$ cat src/include/des_pkg.sv
// Constants for the drive enable sequencer: register map, field
// positions, reset values and millisecond timing figures.
// Assumes a 125 MHz system clock; every delay counts 1 ms ticks.
package des_pkg;

  ////////////////////////////////////////////////////////////////////////
  // Clock and timing
  localparam int unsigned DES_CLK_HZ = 125_000_000;
  localparam int unsigned DES_TICK_MS = 1;
  // Cycles per ms tick, derived from rate and tick period
  localparam int unsigned DES_TICK_CYC = DES_CLK_HZ / 1000 * DES_TICK_MS;
  localparam int unsigned DES_SW_MS = 2;
  localparam int unsigned DES_CMD_MS = 5;
  localparam int unsigned DES_GATE_MS = 50;
  localparam int unsigned DES_HW_CUT_MS = 1500;
  localparam int unsigned DES_MS_W = 17;

  ////////////////////////////////////////////////////////////////////////
  // Register byte offsets
  localparam logic [7:0] DES_OFS_CTRL = 8'h00;
  localparam logic [7:0] DES_OFS_RAMP = 8'h04;
  localparam logic [7:0] DES_OFS_STATE = 8'h08;
  localparam logic [7:0] DES_OFS_IND = 8'h0C;
  localparam logic [7:0] DES_OFS_ISTAT = 8'h10;
  localparam logic [7:0] DES_OFS_IMASK = 8'h14;

  // Field positions
  localparam int unsigned DES_CTRL_DIS_BIT = 2;
  localparam int unsigned DES_ST_ENA_BIT = 0;
  localparam int unsigned DES_ST_PSTAGE_BIT = 1;
  localparam int unsigned DES_ST_SWCTL_BIT = 2;
  localparam int unsigned DES_ST_CMDOK_BIT = 3;
  localparam int unsigned DES_ST_RAMP_BIT = 4;
  localparam int unsigned DES_ST_PERMIT_BIT = 5;
  localparam int unsigned DES_ST_FSM_LSB = 8;
  localparam int unsigned DES_EV_RISE = 0;
  localparam int unsigned DES_EV_FALL = 1;
  localparam int unsigned DES_EV_GATE = 2;
  localparam int unsigned DES_EV_HWCUT = 3;

  // Reset values
  localparam logic DES_RST_HOST_DIS = 1'b0;
  localparam logic [15:0] DES_RST_RAMP = 16'h0064;
  localparam logic [3:0] DES_RST_IMASK = 4'h0;

  // AXI responses
  localparam logic [1:0] DES_RESP_OKAY = 2'b00;
  localparam logic [1:0] DES_RESP_SLVERR = 2'b10;

  // Sequencer states
  typedef enum logic [2:0] {
    DES_ST_OFF = 3'b000,
    DES_ST_ON = 3'b001,
    DES_ST_STOP_HW = 3'b010,
    DES_ST_STOP_SW = 3'b011,
    DES_ST_HOSTOFF = 3'b100
  } des_state_e;

endpackage : des_pkg

$ cat src/logic/des_top.sv
// Drive enable sequencer: permit hysteresis, enable/disable timing,
// emergency stop ramp, indicators, AXI4-Lite register slave.
// Assumes comparator outputs on pins (asynchronous) and a single
// 125 MHz clock with synchronous active-low reset.
//
// Overview of operation
// The permit counts as asserted once its input is above 10 V.
// Below 4 V the permit counts as removed and the drive is disabled.
// Permit assertion enables the power stage in the very next cycle.
// Software takes over the power stage 2 ms after permit assertion.
// Commands are accepted from 5 ms after permit; host must wait.
// The enable condition is a flag of the state word.
// Jumper open: permit removal ramps the speed setpoint to zero first.
// Emergency stop: gate drops 50 ms after standstill or ramp+50 ms.
// Emergency stop: power stage forced off 1.5 s after removal latest.
// Jumper closed: permit removal disables the power section at once.
// Host enable/disable acts only while the permit is asserted.
// Host clearing bit 2 of the control word enables without delay.
// Host disable ramps to zero, then gate drops 50 ms after ramp time.
// Host disable never triggers the 1.5 s hardware cutoff.
// Input indicator lit above 10 V, output indicator while positive.
// Indicators for limits, inputs, permit, field, outputs, relay, gate.
// Delays count 1 ms ticks and restart on each new event.
//
// Register access over AXI4-Lite and the register addresses were decided locally.
`timescale 1ns/1ns

module des_top
  import des_pkg::*;
#(
  parameter int unsigned TICK_CYCLES = DES_TICK_CYC
) (
  // Clock and reset
  input wire logic aclk,
  input wire logic aresetn,
  // Comparator and sense pins, asynchronous
  input wire logic permit_gt10,
  input wire logic permit_lt4,
  input wire logic [1:0] limit_gt10,
  input wire logic [1:0] din_gt10,
  input wire logic rotating_field_permit,
  input wire logic [3:0] dout_pos,
  input wire logic ready_relay_out,
  input wire logic axis_standstill,
  input wire logic emergency_stop_jumper,
  // Drive control
  output logic power_stage_en,
  output logic gate_go,
  output logic sw_control,
  output logic cmd_accept,
  output logic ramp_to_zero,
  output logic [11:0] ind_led,
  output logic irq,
  // AXI4-Lite slave
  input wire logic [7:0] s_axi_awaddr,
  input wire logic s_axi_awvalid,
  output logic s_axi_awready,
  input wire logic [31:0] s_axi_wdata,
  input wire logic [3:0] s_axi_wstrb,
  input wire logic s_axi_wvalid,
  output logic s_axi_wready,
  output logic [1:0] s_axi_bresp,
  output logic s_axi_bvalid,
  input wire logic s_axi_bready,
  input wire logic [7:0] s_axi_araddr,
  input wire logic s_axi_arvalid,
  output logic s_axi_arready,
  output logic [31:0] s_axi_rdata,
  output logic [1:0] s_axi_rresp,
  output logic s_axi_rvalid,
  input wire logic s_axi_rready
);

  ////////////////////////////////////////////////////////////////////////
  // Elaboration checks
  if (TICK_CYCLES < 2 || TICK_CYCLES > 1_048_576) begin : g_bad_tick
    $error("TICK_CYCLES out of range");
  end

  localparam int unsigned NPIN = 14;
  localparam logic [DES_MS_W-1:0] SW_T = DES_MS_W'(DES_SW_MS);
  localparam logic [DES_MS_W-1:0] CMD_T = DES_MS_W'(DES_CMD_MS);
  localparam logic [DES_MS_W-1:0] GATE_T = DES_MS_W'(DES_GATE_MS);
  localparam logic [DES_MS_W-1:0] CUT_T = DES_MS_W'(DES_HW_CUT_MS);
  localparam logic [19:0] TICK_LAST = 20'(TICK_CYCLES - 1);

  // All state in one record, apart from the assertion helper rd_state_q
  typedef struct packed {
    logic [NPIN-1:0] sy1;
    logic [NPIN-1:0] sy2;
    logic permit;
    des_state_e st;
    logic [19:0] div;
    logic tick;
    logic [DES_MS_W-1:0] en_ms;
    logic [DES_MS_W-1:0] stop_ms;
    logic [DES_MS_W-1:0] still_ms;
    logic host_dis;
    logic [15:0] ramp_ms;
    logic pstage;
    logic gate;
    logic sw_ctl;
    logic cmd_ok;
    logic ramp_req;
    logic [11:0] led;
    logic [3:0] ist;
    logic [3:0] imask;
    logic irq;
    logic awrdy;
    logic wrdy;
    logic aw_have;
    logic w_have;
    logic [7:0] awaddr;
    logic [31:0] wdata;
    logic [3:0] wstrb;
    logic bvalid;
    logic [1:0] bresp;
    logic arrdy;
    logic rvalid;
    logic [1:0] rresp;
    logic [31:0] rdata;
  } des_regs_s;

  des_regs_s r;
  des_regs_s next_r;

  // Synchronised pin views (second stage only)
  logic s_pgt10, s_plt4, s_rfe, s_rdy, s_still, s_jmp;
  logic [1:0] s_lim, s_din;
  logic [3:0] s_dout;
  assign {s_pgt10, s_plt4, s_lim, s_din, s_rfe, s_dout, s_rdy, s_still,
          s_jmp} = r.sy2;

  ////////////////////////////////////////////////////////////////////////
  // Next-state logic
  always_comb begin
    logic perm_n, rise, fall, wr_go, rd_go, host_wr, stop_hit, gate_hit;
    logic [3:0] ev;
    logic [7:0] ra;
    logic [DES_MS_W-1:0] ramp_end;
    perm_n = 1'b0;
    rise = 1'b0;
    fall = 1'b0;
    wr_go = 1'b0;
    rd_go = 1'b0;
    host_wr = 1'b0;
    stop_hit = 1'b0;
    gate_hit = 1'b0;
    ev = 4'h0;
    ra = 8'h00;
    ramp_end = '0;
    next_r = r;

    // Two-stage synchroniser on every pin
    next_r.sy1 = {permit_gt10, permit_lt4, limit_gt10, din_gt10,
                  rotating_field_permit, dout_pos, ready_relay_out,
                  axis_standstill, emergency_stop_jumper};
    next_r.sy2 = r.sy1;

    // Permit hysteresis: set above 10 V, cleared below 4 V
    if (s_pgt10) begin
      perm_n = 1'b1;
    end else if (s_plt4) begin
      perm_n = 1'b0;
    end else begin
      perm_n = r.permit;
    end
    next_r.permit = perm_n;
    rise = perm_n && !r.permit;
    fall = !perm_n && r.permit;

    // Millisecond tick divider
    next_r.tick = 1'b0;
    if (r.div == TICK_LAST) begin
      next_r.div = 20'h0_0000;
      next_r.tick = 1'b1;
    end else begin
      next_r.div = r.div + 20'h0_0001;
    end

    // Delay counters, saturating, restarted by events
    if (r.tick && r.en_ms != '1) begin
      next_r.en_ms = r.en_ms + 1'b1;
    end
    if (r.tick && r.stop_ms != '1) begin
      next_r.stop_ms = r.stop_ms + 1'b1;
    end
    if (!s_still) begin
      next_r.still_ms = '0;
    end else if (r.tick && r.still_ms != '1) begin
      next_r.still_ms = r.still_ms + 1'b1;
    end

    // AXI write channel: address and data taken in either order
    next_r.awrdy = !r.aw_have && !r.bvalid;
    next_r.wrdy = !r.w_have && !r.bvalid;
    if (s_axi_awvalid && r.awrdy) begin
      next_r.aw_have = 1'b1;
      next_r.awaddr = s_axi_awaddr;
      next_r.awrdy = 1'b0;
    end
    if (s_axi_wvalid && r.wrdy) begin
      next_r.w_have = 1'b1;
      next_r.wdata = s_axi_wdata;
      next_r.wstrb = s_axi_wstrb;
      next_r.wrdy = 1'b0;
    end
    wr_go = r.aw_have && r.w_have && !r.bvalid;
    if (r.bvalid && s_axi_bready) begin
      next_r.bvalid = 1'b0;
    end
    if (wr_go) begin
      next_r.aw_have = 1'b0;
      next_r.w_have = 1'b0;
      next_r.bvalid = 1'b1;
      next_r.bresp = DES_RESP_OKAY;
      unique case ({r.awaddr[7:2], 2'b00})
        DES_OFS_CTRL: begin
          // Host mode bit only honoured with permit on
          if (r.wstrb[0] && r.permit) begin
            next_r.host_dis = r.wdata[DES_CTRL_DIS_BIT];
            host_wr = 1'b1;
          end
        end
        DES_OFS_RAMP: begin
          if (r.wstrb[0]) next_r.ramp_ms[7:0] = r.wdata[7:0];
          if (r.wstrb[1]) next_r.ramp_ms[15:8] = r.wdata[15:8];
        end
        DES_OFS_STATE, DES_OFS_IND: begin
        end
        DES_OFS_ISTAT: begin
          if (r.wstrb[0]) next_r.ist = r.ist & ~r.wdata[3:0];
        end
        DES_OFS_IMASK: begin
          if (r.wstrb[0]) next_r.imask = r.wdata[3:0];
        end
        default: next_r.bresp = DES_RESP_SLVERR;
      endcase
    end

    // Enable sequencer
    ramp_end = DES_MS_W'(r.ramp_ms) + GATE_T;
    unique case (r.st)
      DES_ST_OFF: begin
        if (rise) begin
          next_r.pstage = 1'b1;
          next_r.gate = !next_r.host_dis;
          next_r.en_ms = '0;
          next_r.st = next_r.host_dis ? DES_ST_HOSTOFF : DES_ST_ON;
        end
      end
      DES_ST_ON: begin
        if (fall && s_jmp) begin
          // Coast: no ramp, power section off now
          next_r.pstage = 1'b0;
          next_r.gate = 1'b0;
          next_r.st = DES_ST_OFF;
          ev[DES_EV_GATE] = 1'b1;
        end else if (fall) begin
          next_r.ramp_req = 1'b1;
          next_r.stop_ms = '0;
          next_r.st = DES_ST_STOP_HW;
        end else if (host_wr && next_r.host_dis) begin
          next_r.ramp_req = 1'b1;
          next_r.stop_ms = '0;
          next_r.st = DES_ST_STOP_SW;
        end
      end
      DES_ST_STOP_HW: begin
        // Hardware backstop wins if the ramp never finishes
        stop_hit = r.stop_ms >= CUT_T;
        gate_hit = (r.still_ms > GATE_T) || (r.stop_ms > ramp_end);
        if (rise) begin
          next_r.ramp_req = 1'b0;
          next_r.en_ms = '0;
          next_r.gate = !r.host_dis;
          next_r.st = r.host_dis ? DES_ST_HOSTOFF : DES_ST_ON;
        end else if (stop_hit || gate_hit) begin
          next_r.pstage = 1'b0;
          next_r.gate = 1'b0;
          next_r.ramp_req = 1'b0;
          next_r.st = DES_ST_OFF;
          ev[DES_EV_GATE] = 1'b1;
          ev[DES_EV_HWCUT] = stop_hit && !gate_hit;
        end
      end
      DES_ST_STOP_SW: begin
        if (fall) begin
          next_r.ramp_req = !s_jmp;
          next_r.pstage = !s_jmp;
          next_r.gate = !s_jmp;
          next_r.stop_ms = '0;
          next_r.st = s_jmp ? DES_ST_OFF : DES_ST_STOP_HW;
          ev[DES_EV_GATE] = s_jmp;
        end else if (host_wr && !next_r.host_dis) begin
          next_r.ramp_req = 1'b0;
          next_r.st = DES_ST_ON;
        end else if (r.stop_ms > ramp_end) begin
          // No stage cutoff: hardware permit still stands
          next_r.gate = 1'b0;
          next_r.ramp_req = 1'b0;
          next_r.st = DES_ST_HOSTOFF;
          ev[DES_EV_GATE] = 1'b1;
        end
      end
      DES_ST_HOSTOFF: begin
        if (fall) begin
          next_r.pstage = 1'b0;
          next_r.st = DES_ST_OFF;
        end else if (host_wr && !next_r.host_dis) begin
          next_r.gate = 1'b1;
          next_r.st = DES_ST_ON;
        end
      end
      default: begin
        next_r.pstage = 1'b0;
        next_r.gate = 1'b0;
        next_r.ramp_req = 1'b0;
        next_r.st = DES_ST_OFF;
      end
    endcase

    // Strictly past N: a part-tick never counts, so delays run N to N+1 ms
    next_r.sw_ctl = next_r.pstage && r.permit && r.en_ms > SW_T;
    next_r.cmd_ok = next_r.pstage && r.permit && r.en_ms > CMD_T;

    // Indicator LEDs from the synchronised levels, the permit and the gate
    next_r.led = {next_r.gate, s_rdy, s_dout, s_rfe, r.permit, s_din,
                  s_lim};

    // Sticky events: a set in the clear cycle survives
    ev[DES_EV_RISE] = rise;
    ev[DES_EV_FALL] = fall;
    next_r.ist = next_r.ist | ev;
    next_r.irq = |(next_r.ist & next_r.imask);

    // AXI read channel, one cycle to answer
    next_r.arrdy = !r.rvalid && !(s_axi_arvalid && r.arrdy);
    if (r.rvalid && s_axi_rready) begin
      next_r.rvalid = 1'b0;
      next_r.arrdy = 1'b1;
    end
    rd_go = s_axi_arvalid && r.arrdy;
    if (rd_go) begin
      ra = {s_axi_araddr[7:2], 2'b00};
      next_r.rvalid = 1'b1;
      next_r.rresp = DES_RESP_OKAY;
      next_r.rdata = 32'h0000_0000;
      unique case (ra)
        DES_OFS_CTRL: next_r.rdata[DES_CTRL_DIS_BIT] = r.host_dis;
        DES_OFS_RAMP: next_r.rdata[15:0] = r.ramp_ms;
        DES_OFS_STATE: begin
          next_r.rdata[DES_ST_ENA_BIT] = r.gate;
          next_r.rdata[DES_ST_PSTAGE_BIT] = r.pstage;
          next_r.rdata[DES_ST_SWCTL_BIT] = r.sw_ctl;
          next_r.rdata[DES_ST_CMDOK_BIT] = r.cmd_ok;
          next_r.rdata[DES_ST_RAMP_BIT] = r.ramp_req;
          next_r.rdata[DES_ST_PERMIT_BIT] = r.permit;
          next_r.rdata[DES_ST_FSM_LSB +: 3] = r.st;
        end
        DES_OFS_IND: next_r.rdata[11:0] = r.led;
        DES_OFS_ISTAT: next_r.rdata[3:0] = r.ist;
        DES_OFS_IMASK: next_r.rdata[3:0] = r.imask;
        default: next_r.rresp = DES_RESP_SLVERR;
      endcase
    end
  end

  ////////////////////////////////////////////////////////////////////////
  // State register
  always_ff @(posedge aclk) begin
    if (!aresetn) begin
      r <= '0;
      r.st <= DES_ST_OFF;
      r.host_dis <= DES_RST_HOST_DIS;
      r.ramp_ms <= DES_RST_RAMP;
      r.imask <= DES_RST_IMASK;
    end else begin
      r <= next_r;
    end
  end

  // Outputs straight from flops
  assign power_stage_en = r.pstage;
  assign gate_go = r.gate;
  assign sw_control = r.sw_ctl;
  assign cmd_accept = r.cmd_ok;
  assign ramp_to_zero = r.ramp_req;
  assign ind_led = r.led;
  assign irq = r.irq;
  assign s_axi_awready = r.awrdy;
  assign s_axi_wready = r.wrdy;
  assign s_axi_bvalid = r.bvalid;
  assign s_axi_bresp = r.bresp;
  assign s_axi_arready = r.arrdy;
  assign s_axi_rvalid = r.rvalid;
  assign s_axi_rresp = r.rresp;
  assign s_axi_rdata = r.rdata;

  // Helpers read only by assertions
  logic rd_state_q;
  logic [DES_MS_W-1:0] ramp_end_q;
  assign ramp_end_q = DES_MS_W'(r.ramp_ms) + GATE_T;
  always_ff @(posedge aclk) begin
    if (!aresetn) begin
      rd_state_q <= 1'b0;
    end else begin
      rd_state_q <= s_axi_arvalid && r.arrdy
        && {s_axi_araddr[7:2], 2'b00} == DES_OFS_STATE;
    end
  end
endmodule : des_top

$ cat config.mk
export PLATFORM = sky130hd
export DESIGN_NAME = des_top
export DESIGN_NICKNAME = d
export VERILOG_FILES = /design/src/include/des_pkg.sv /design/src/logic/des_top.sv
export SDC_FILE = /design/constraint.sdc
export NUM_CORES = 1
export LEC_CHECK = 0
export BUFFER_PORTS_ARGS = -buffer_cell sky130_fd_sc_hd__buf_4
export CORE_ASPECT_RATIO = 1.4
export CORE_MARGIN = 10
export CORE_UTILIZATION = 52
export DETAILED_ROUTE_END_ITERATION = 12
export PLACE_DENSITY = 0.83
export SLEW_MARGIN = 10
export SYNTH_ARGS = -nofsm -noshare
export SYNTH_HDL_FRONTEND = slang
export SYNTH_SLANG_ARGS = --single-unit
$ cat constraint.sdc
create_clock -name aclk -period 2.87 [get_ports aclk]
set_input_delay 0.287 -clock aclk [delete_from_list [all_inputs] [get_ports aclk]]
set_output_delay 0.287 -clock aclk [all_outputs]
set_load 0.02 [all_outputs]
# Word level (Yosys, flattened, before mapping)
# Cells that the tools add are included.
[op_classes]
n_bitwise = 6
eq_ne = 25
n_lt_le_gt_ge = 5
mux = 85
addsub = 5
n_reduce_logical = 55
[ops]
columns = ["operator", "count"]
rows = [
  ["$mux 17", 9],
  ["$add 17x1->17 const B", 3],
  ["$ne 17x17->1 const B", 3],
  ["$mux 3", 14],
  ["$mux 35", 1],
  ["$pmux 17 s2", 1],
  ["$mux 1", 31],
  ["$eq 6x2->1 const B", 4],
  ["$eq 6x3->1 const B", 4],
  ["$mux 8", 3],
  ["$logic_and 1x1->1", 23],
  ["$add 20x1->20 const B", 1],
  ["$eq 20x17->1 const B", 1],
  ["$mux 4", 5],
  ["$pmux 2 s5", 2],
  ["$mux 2", 9],
  ["$add 16x6->17 const B", 1],
  ["$ge 17x11->1 const B", 1],
  ["$gt 17x17->1", 1],
  ["$gt 17x2->1 const B", 1],
  ["$gt 17x3->1 const B", 1],
  ["$gt 17x6->1 const B", 1],
  ["$mux 16", 1],
  ["$pmux 3 s5", 1],
  ["other kinds (30)", 59],
]
[word_totals]
output_inout_bits = 59
ff_bits = 200
word_cells = 215
inputBits = 73

# Longest topological paths before layout
[logic_depth]
depth_word = 12
ltp_mapped = 14
ltp_nobuf = 14

# Least setup slack after synthesis
# OpenSTA, ideal clock, no wires.
[synth_path]
path_type = "register -> register"
from = "reg r[114] (netlist name)"
to = "reg r[204] (netlist name)"
path_stages_with_launch = 15
arrival_ps = 2710
synth_period_minus_slack_ps = 2781
setup_slack_ps = 89
path_buffers = 0
t_required_ps = 2798
cell_sequence = "dfxtp_1 -> ha_1 -> a21oi_1 -> nand2b_1 -> nor2b_1 -> nand3_1 -> xor2_1 -> ha_1 -> nand4_1 -> nor3_1 -> a211o_1 -> o21ai_2 -> a21boi_2 -> nand2b_1 -> mux2i_1"
[synth_via]
elab_chain_len = 6
elab_cells_between_ends = 7
[synth_lines]
columns = ["element", "line", "text"]
rows = [
  ["start, declared", "des_top.sv:124", "des_regs_s r;"],
  ["start signal, assigned", "des_top.sv:379", "r <= next_r;"],
  ["$add 16x6->17 (*)", "-", ""],
  ["$gt 17x17->1 (*)", "des_top.sv:272, des_top.sv:298", ""],
  ["$logic_or 1x1->1", "des_top.sv:272", "gate_hit = (r.still_ms > GATE_T) || (r.stop_ms > ramp_end);"],
  ["$logic_or 1x1->1", "des_top.sv:278", "end else if (stop_hit || gate_hit) begin"],
  ["$ne 3x3->1 (no source line)", "-", ""],
  ["$reduce_and 5->1 (no source line) (*)", "-", ""],
]
# Mark *: on every way between the ends. The rest lies on a longest branch, timed or not.
# A chain may end at the register's enable or synchronous reset.

# Worst setup path in the final report
[layout_path]
from = "reg r[114] (netlist name)"
to = "reg r, in the netlist irq"
[layout_via]
elab_chain_len = 11
elab_cells_between_ends = 16
[layout_lines]
columns = ["element", "line", "text"]
rows = [
  ["$add 16x6->17 (*)", "-", ""],
  ["$gt 17x17->1 (*)", "des_top.sv:272, des_top.sv:298", ""],
  ["$logic_or 1x1->1", "des_top.sv:272", ""],
  ["$logic_not 1->1", "des_top.sv:284", "ev[DES_EV_HWCUT] = stop_hit && !gate_hit;"],
  ["$logic_and 1x1->1", "des_top.sv:284", ""],
  ["$mux 2", "des_top.sv:278", ""],
  ["$mux 2", "des_top.sv:273", "if (rise) begin"],
  ["$mux 1", "des_top.sv:243", "unique case (r.st)"],
  ["$or 4x4->4 (*)", "des_top.sv:334", "next_r.ist = next_r.ist | ev;"],
  ["$and 4x4->4 (*)", "des_top.sv:335", "next_r.irq = |(next_r.ist & next_r.imask);"],
  ["$reduce_or 4->1 (*)", "des_top.sv:335", ""],
]
# Marked as above.

==> results.yml <==
outcome:
  status: "finished clean"
worst_setup_path:
  r2r_cells: 15
  r2r_slack_ps: 1
  crit_end: "irq"
  arrival_ps: 3200
  path_cells: "ha_4 > a21oi_4 > nand2b_1 > nor2b_4 > nand3_2 > xor2_1 > ha_1 > nand4_1 > buf_4 > nor2_4 > o2bb2ai_2 > o21ai_4 > buf_4 > a22o_1 > a221o_1"
  setup.worst_path.class: "reg -> reg"
  reg2reg_to: "irq"
  critPathMaxStageDelay_ps: 380
  path_max_fanout: 4
  regToRegStartpoint: "r[114]"
  cp-start-kind: "flip-flop"
  cp_common_cell: "buf_4"
  setup.worst_path.start: "r[114]"
  crit_slowest_cell: "dfxtp_4"
  cp-end-kind: "flip-flop"
  crit_required_ps: 3200
clocking:
  clkSinkCount: 195
  clk_pin_slew_ps: 70
  cts_tree: "done"
  clockBufferDepth: 2
  clockRootBuffer: "clkbuf_16"
  cts-htree-levels: 4
  clkLatencyLatePin_ps: 440
  numCtsBuffers: 17
final_layout:
  fin_nets: 1214
  multi_input_area_sq_um: 4720
  area_growth_syn_to_layout_pct: 16.5
  utilization_pct: 62.2
  final_layout_size_suffix_gt1_share_pct: 17.9
  n_antenna_cell: 0
  fill_cells: 1358
  layout.cells.non_filler: 1357
  register_area_sq_um: 3920
global_routing:
  grt_max_degree: 57
  antenna_found_initial: 0
  track_usage_pct: 18.4
  grt_pass1_vias: 7231
  grt_pass1_wl_um: 35300
  gr-total-overflow: 0
power_and_ir_drop:
  powerDensity_nw_per_um2: 538
  leakage_uw: 0.00434
  total_power_uw: 5650
  irDropWorstVdd_v: 0.000305
placed_design:
  gp_congestion: 0.922
  port_buffers: 91
  placedCellCount: 1323
  hpwl_um: 16100
timing:
  rsz0062_at_grt: "yes"
  worst_pin_slew_ps: 807
  post-route-period-util_pct: 100
  drv_slew: 0
  setup_viol: 0
  clock_skew_ps: 5.42
  max_freq_mhz: 349
  finalHoldViolCount: 0
  fin_hold_ws_ps: 52.2
  fin_crit_ps: 2870
  relSlewSlack_pct: 46.2
synth:
  syn_area_per_cell_sq_um: 8.64
  ys_ff_latch: 195
  yosys_warnings: 0
  yosysSeqAreaShare_pct: 43.3
  synth.distinct_cells: 68
  synth_area_sq_um: 9020
  synthCells: 1044
  synth-edff-count: 0
  async_reset_ff_share_pct: 0
  synth_flop_cell: "dfxtp_1"
min_path:
  min_path_type: "in -> reg"
  hold_depth: 2
  min_from: "dout_pos[0]"
routing:
  drcViolationCount: 0
  drt_wl_total_um: 22200
  via_per_inst: 5.52
  wl_per_cell_um: 16.4
  ant_nets: 0
  via_count: 7494
  drt-initial-drc-count: 581
  firstDrtPassIters: 5
floorplan:
  die_x_um: 131
  die_height_um: 176
  ios: 132
  start_util_pct: 53.4
  num_rows: 56
  die_area_sq_um: 23100
  core_sq_um: 16900
job:
  drv_cap: 0
-- timing repair --
item	in CTS	in global routing
pin swaps	1	10
setup buffers	1	1
hold buffers	0	0
setup endpoints to repair	7	9
resized for setup	8	28
-- cell families after synthesis --
family,count (synthesis),share of synthesized area [%]
other,1,0.0416
adders and majority gates,29,4.02
buffers and inverters,107,6.59
and+or+nand+nor,474,25.9
DFF,195,43.3
muxes,31,3.66
AOI/OAI and AO/OA,138,9.85
xor gates and xnor gates,69,6.70
-- report_power, final --
group / leakage (uW) / total, uW / internal (uW) / switching (uW)
combinational: 0.00247 / 491 / 205 / 286
sequential: 0.00159 / 2840 / 2770 / 71.8
clock: 0.000283 / 2320 / 1180 / 1130
-- cells in the mapped netlist (14+ instances only) --
cell | instances | share of area (%)
dfxtp_1 | 195 | 43
nor2_1 | 128 | 5.3
nand2_1 | 120 | 5.0
a21oi_1 | 62 | 3.4
xor2_1 | 54 | 5.2
buf_4 | 49 | 4.1
nand3_1 | 47 | 2.6
and2_1 | 46 | 3.2
clkbuf_1 | 35 | 1.5
ha_1 | 29 | 4.0
mux2i_1 | 24 | 2.7
nand4_1 | 24 | 1.7
and3_1 | 22 | 1.5
nor3_1 | 20 | 1.1
o21ai_0 | 15 | 0.83
xnor2_1 | 15 | 1.5
inv_1 | 14 | 0.58
nand2b_1 | 14 | 0.97
-- layout make-up --
class	count	share of cell area, %
multi-input cells	759	45.0
flip-flops and latches	195	37.3
repair buffers	125	9.00
clock buffers	18	4.18
well taps	232	2.76
clock inverters	14	1.32
inverters	14	0.500
-- flip-flops by register name, summed over array words and instances, names as in the netlist --
name and count:
r 130, next_r 25, s_axi_rdata 16, ind_led 11
cmd_accept 1, gate_go 1, irq 1, power_stage_en 1
ramp_to_zero 1, s_axi_arready 1, s_axi_awready 1, s_axi_bresp 1
s_axi_bvalid 1, s_axi_rresp 1, s_axi_rvalid 1, s_axi_wready 1
sw_control 1
-- layer usage --
metal	wire, um	track usage, %	vias to the layer above
met1	8410	19.1	3544
met3	989	4.28	69
met5	0	0	-
met2	11900	33.6	231
li1	-	-	3650
met4	885	9.85	0
-- worst max-delay path: cells and delay by family (launching register included) --
kind,cells,cell delay (ps)
AO/OA/AOI/OAI,5,770
XOR/XNOR,1,160
adder cells (fa/ha/maj),2,450
buffers and inverters,2,340
flip-flops,1,380
AND/OR/NAND/NOR,5,650
-- cells in the final DEF (no fill, tap or decap), types with 3 or more instances in the layout --
master / instances
or3_1: 7
a31o_2: 3
a22oi_1: 11
conb_1: 18
inv_6: 6
a211oi_1: 8
nor2_1: 126
and2_1: 45
mux2_2: 6
and3_1: 20
a21oi_1: 61
clkbuf_16: 17
o21ai_0: 14
inv_8: 4
nand2_1: 120
a31oi_1: 4
nor3_1: 19
xor2_1: 54
nor3b_1: 3
buf_4: 123
dfxtp_1: 190
xnor2_1: 15
mux2i_1: 24
nor4_1: 11
o22ai_1: 5
nor2b_1: 10
nand4_1: 24
nand3_1: 44
o211ai_1: 5
inv_1: 13
nand3_2: 3
nand2b_1: 12
ha_1: 28
dfxtp_2: 3
-- worst min-delay path by stage --
stage,endpoint
2_1_floorplan,ind_led[0]
3_3_place_gp,next_r[96]
3_5_place_dp,ind_led[3]
4_1_cts,next_r[210]
5_1_grt,next_r[209]
6_report,next_r[209]
-- stage by stage --
step,area [sq um],setup WS (ps),TNS [ps]
2_1_floorplan,9080,88.9,0
3_3_place_gp,9760,-61.8,-206
3_5_place_dp,9760,-139,-760
4_1_cts,10400,2.30,0
5_1_grt,10500,-117,-568
6_report,10500,1.02,0
Power figures use the tool's default switching activity.
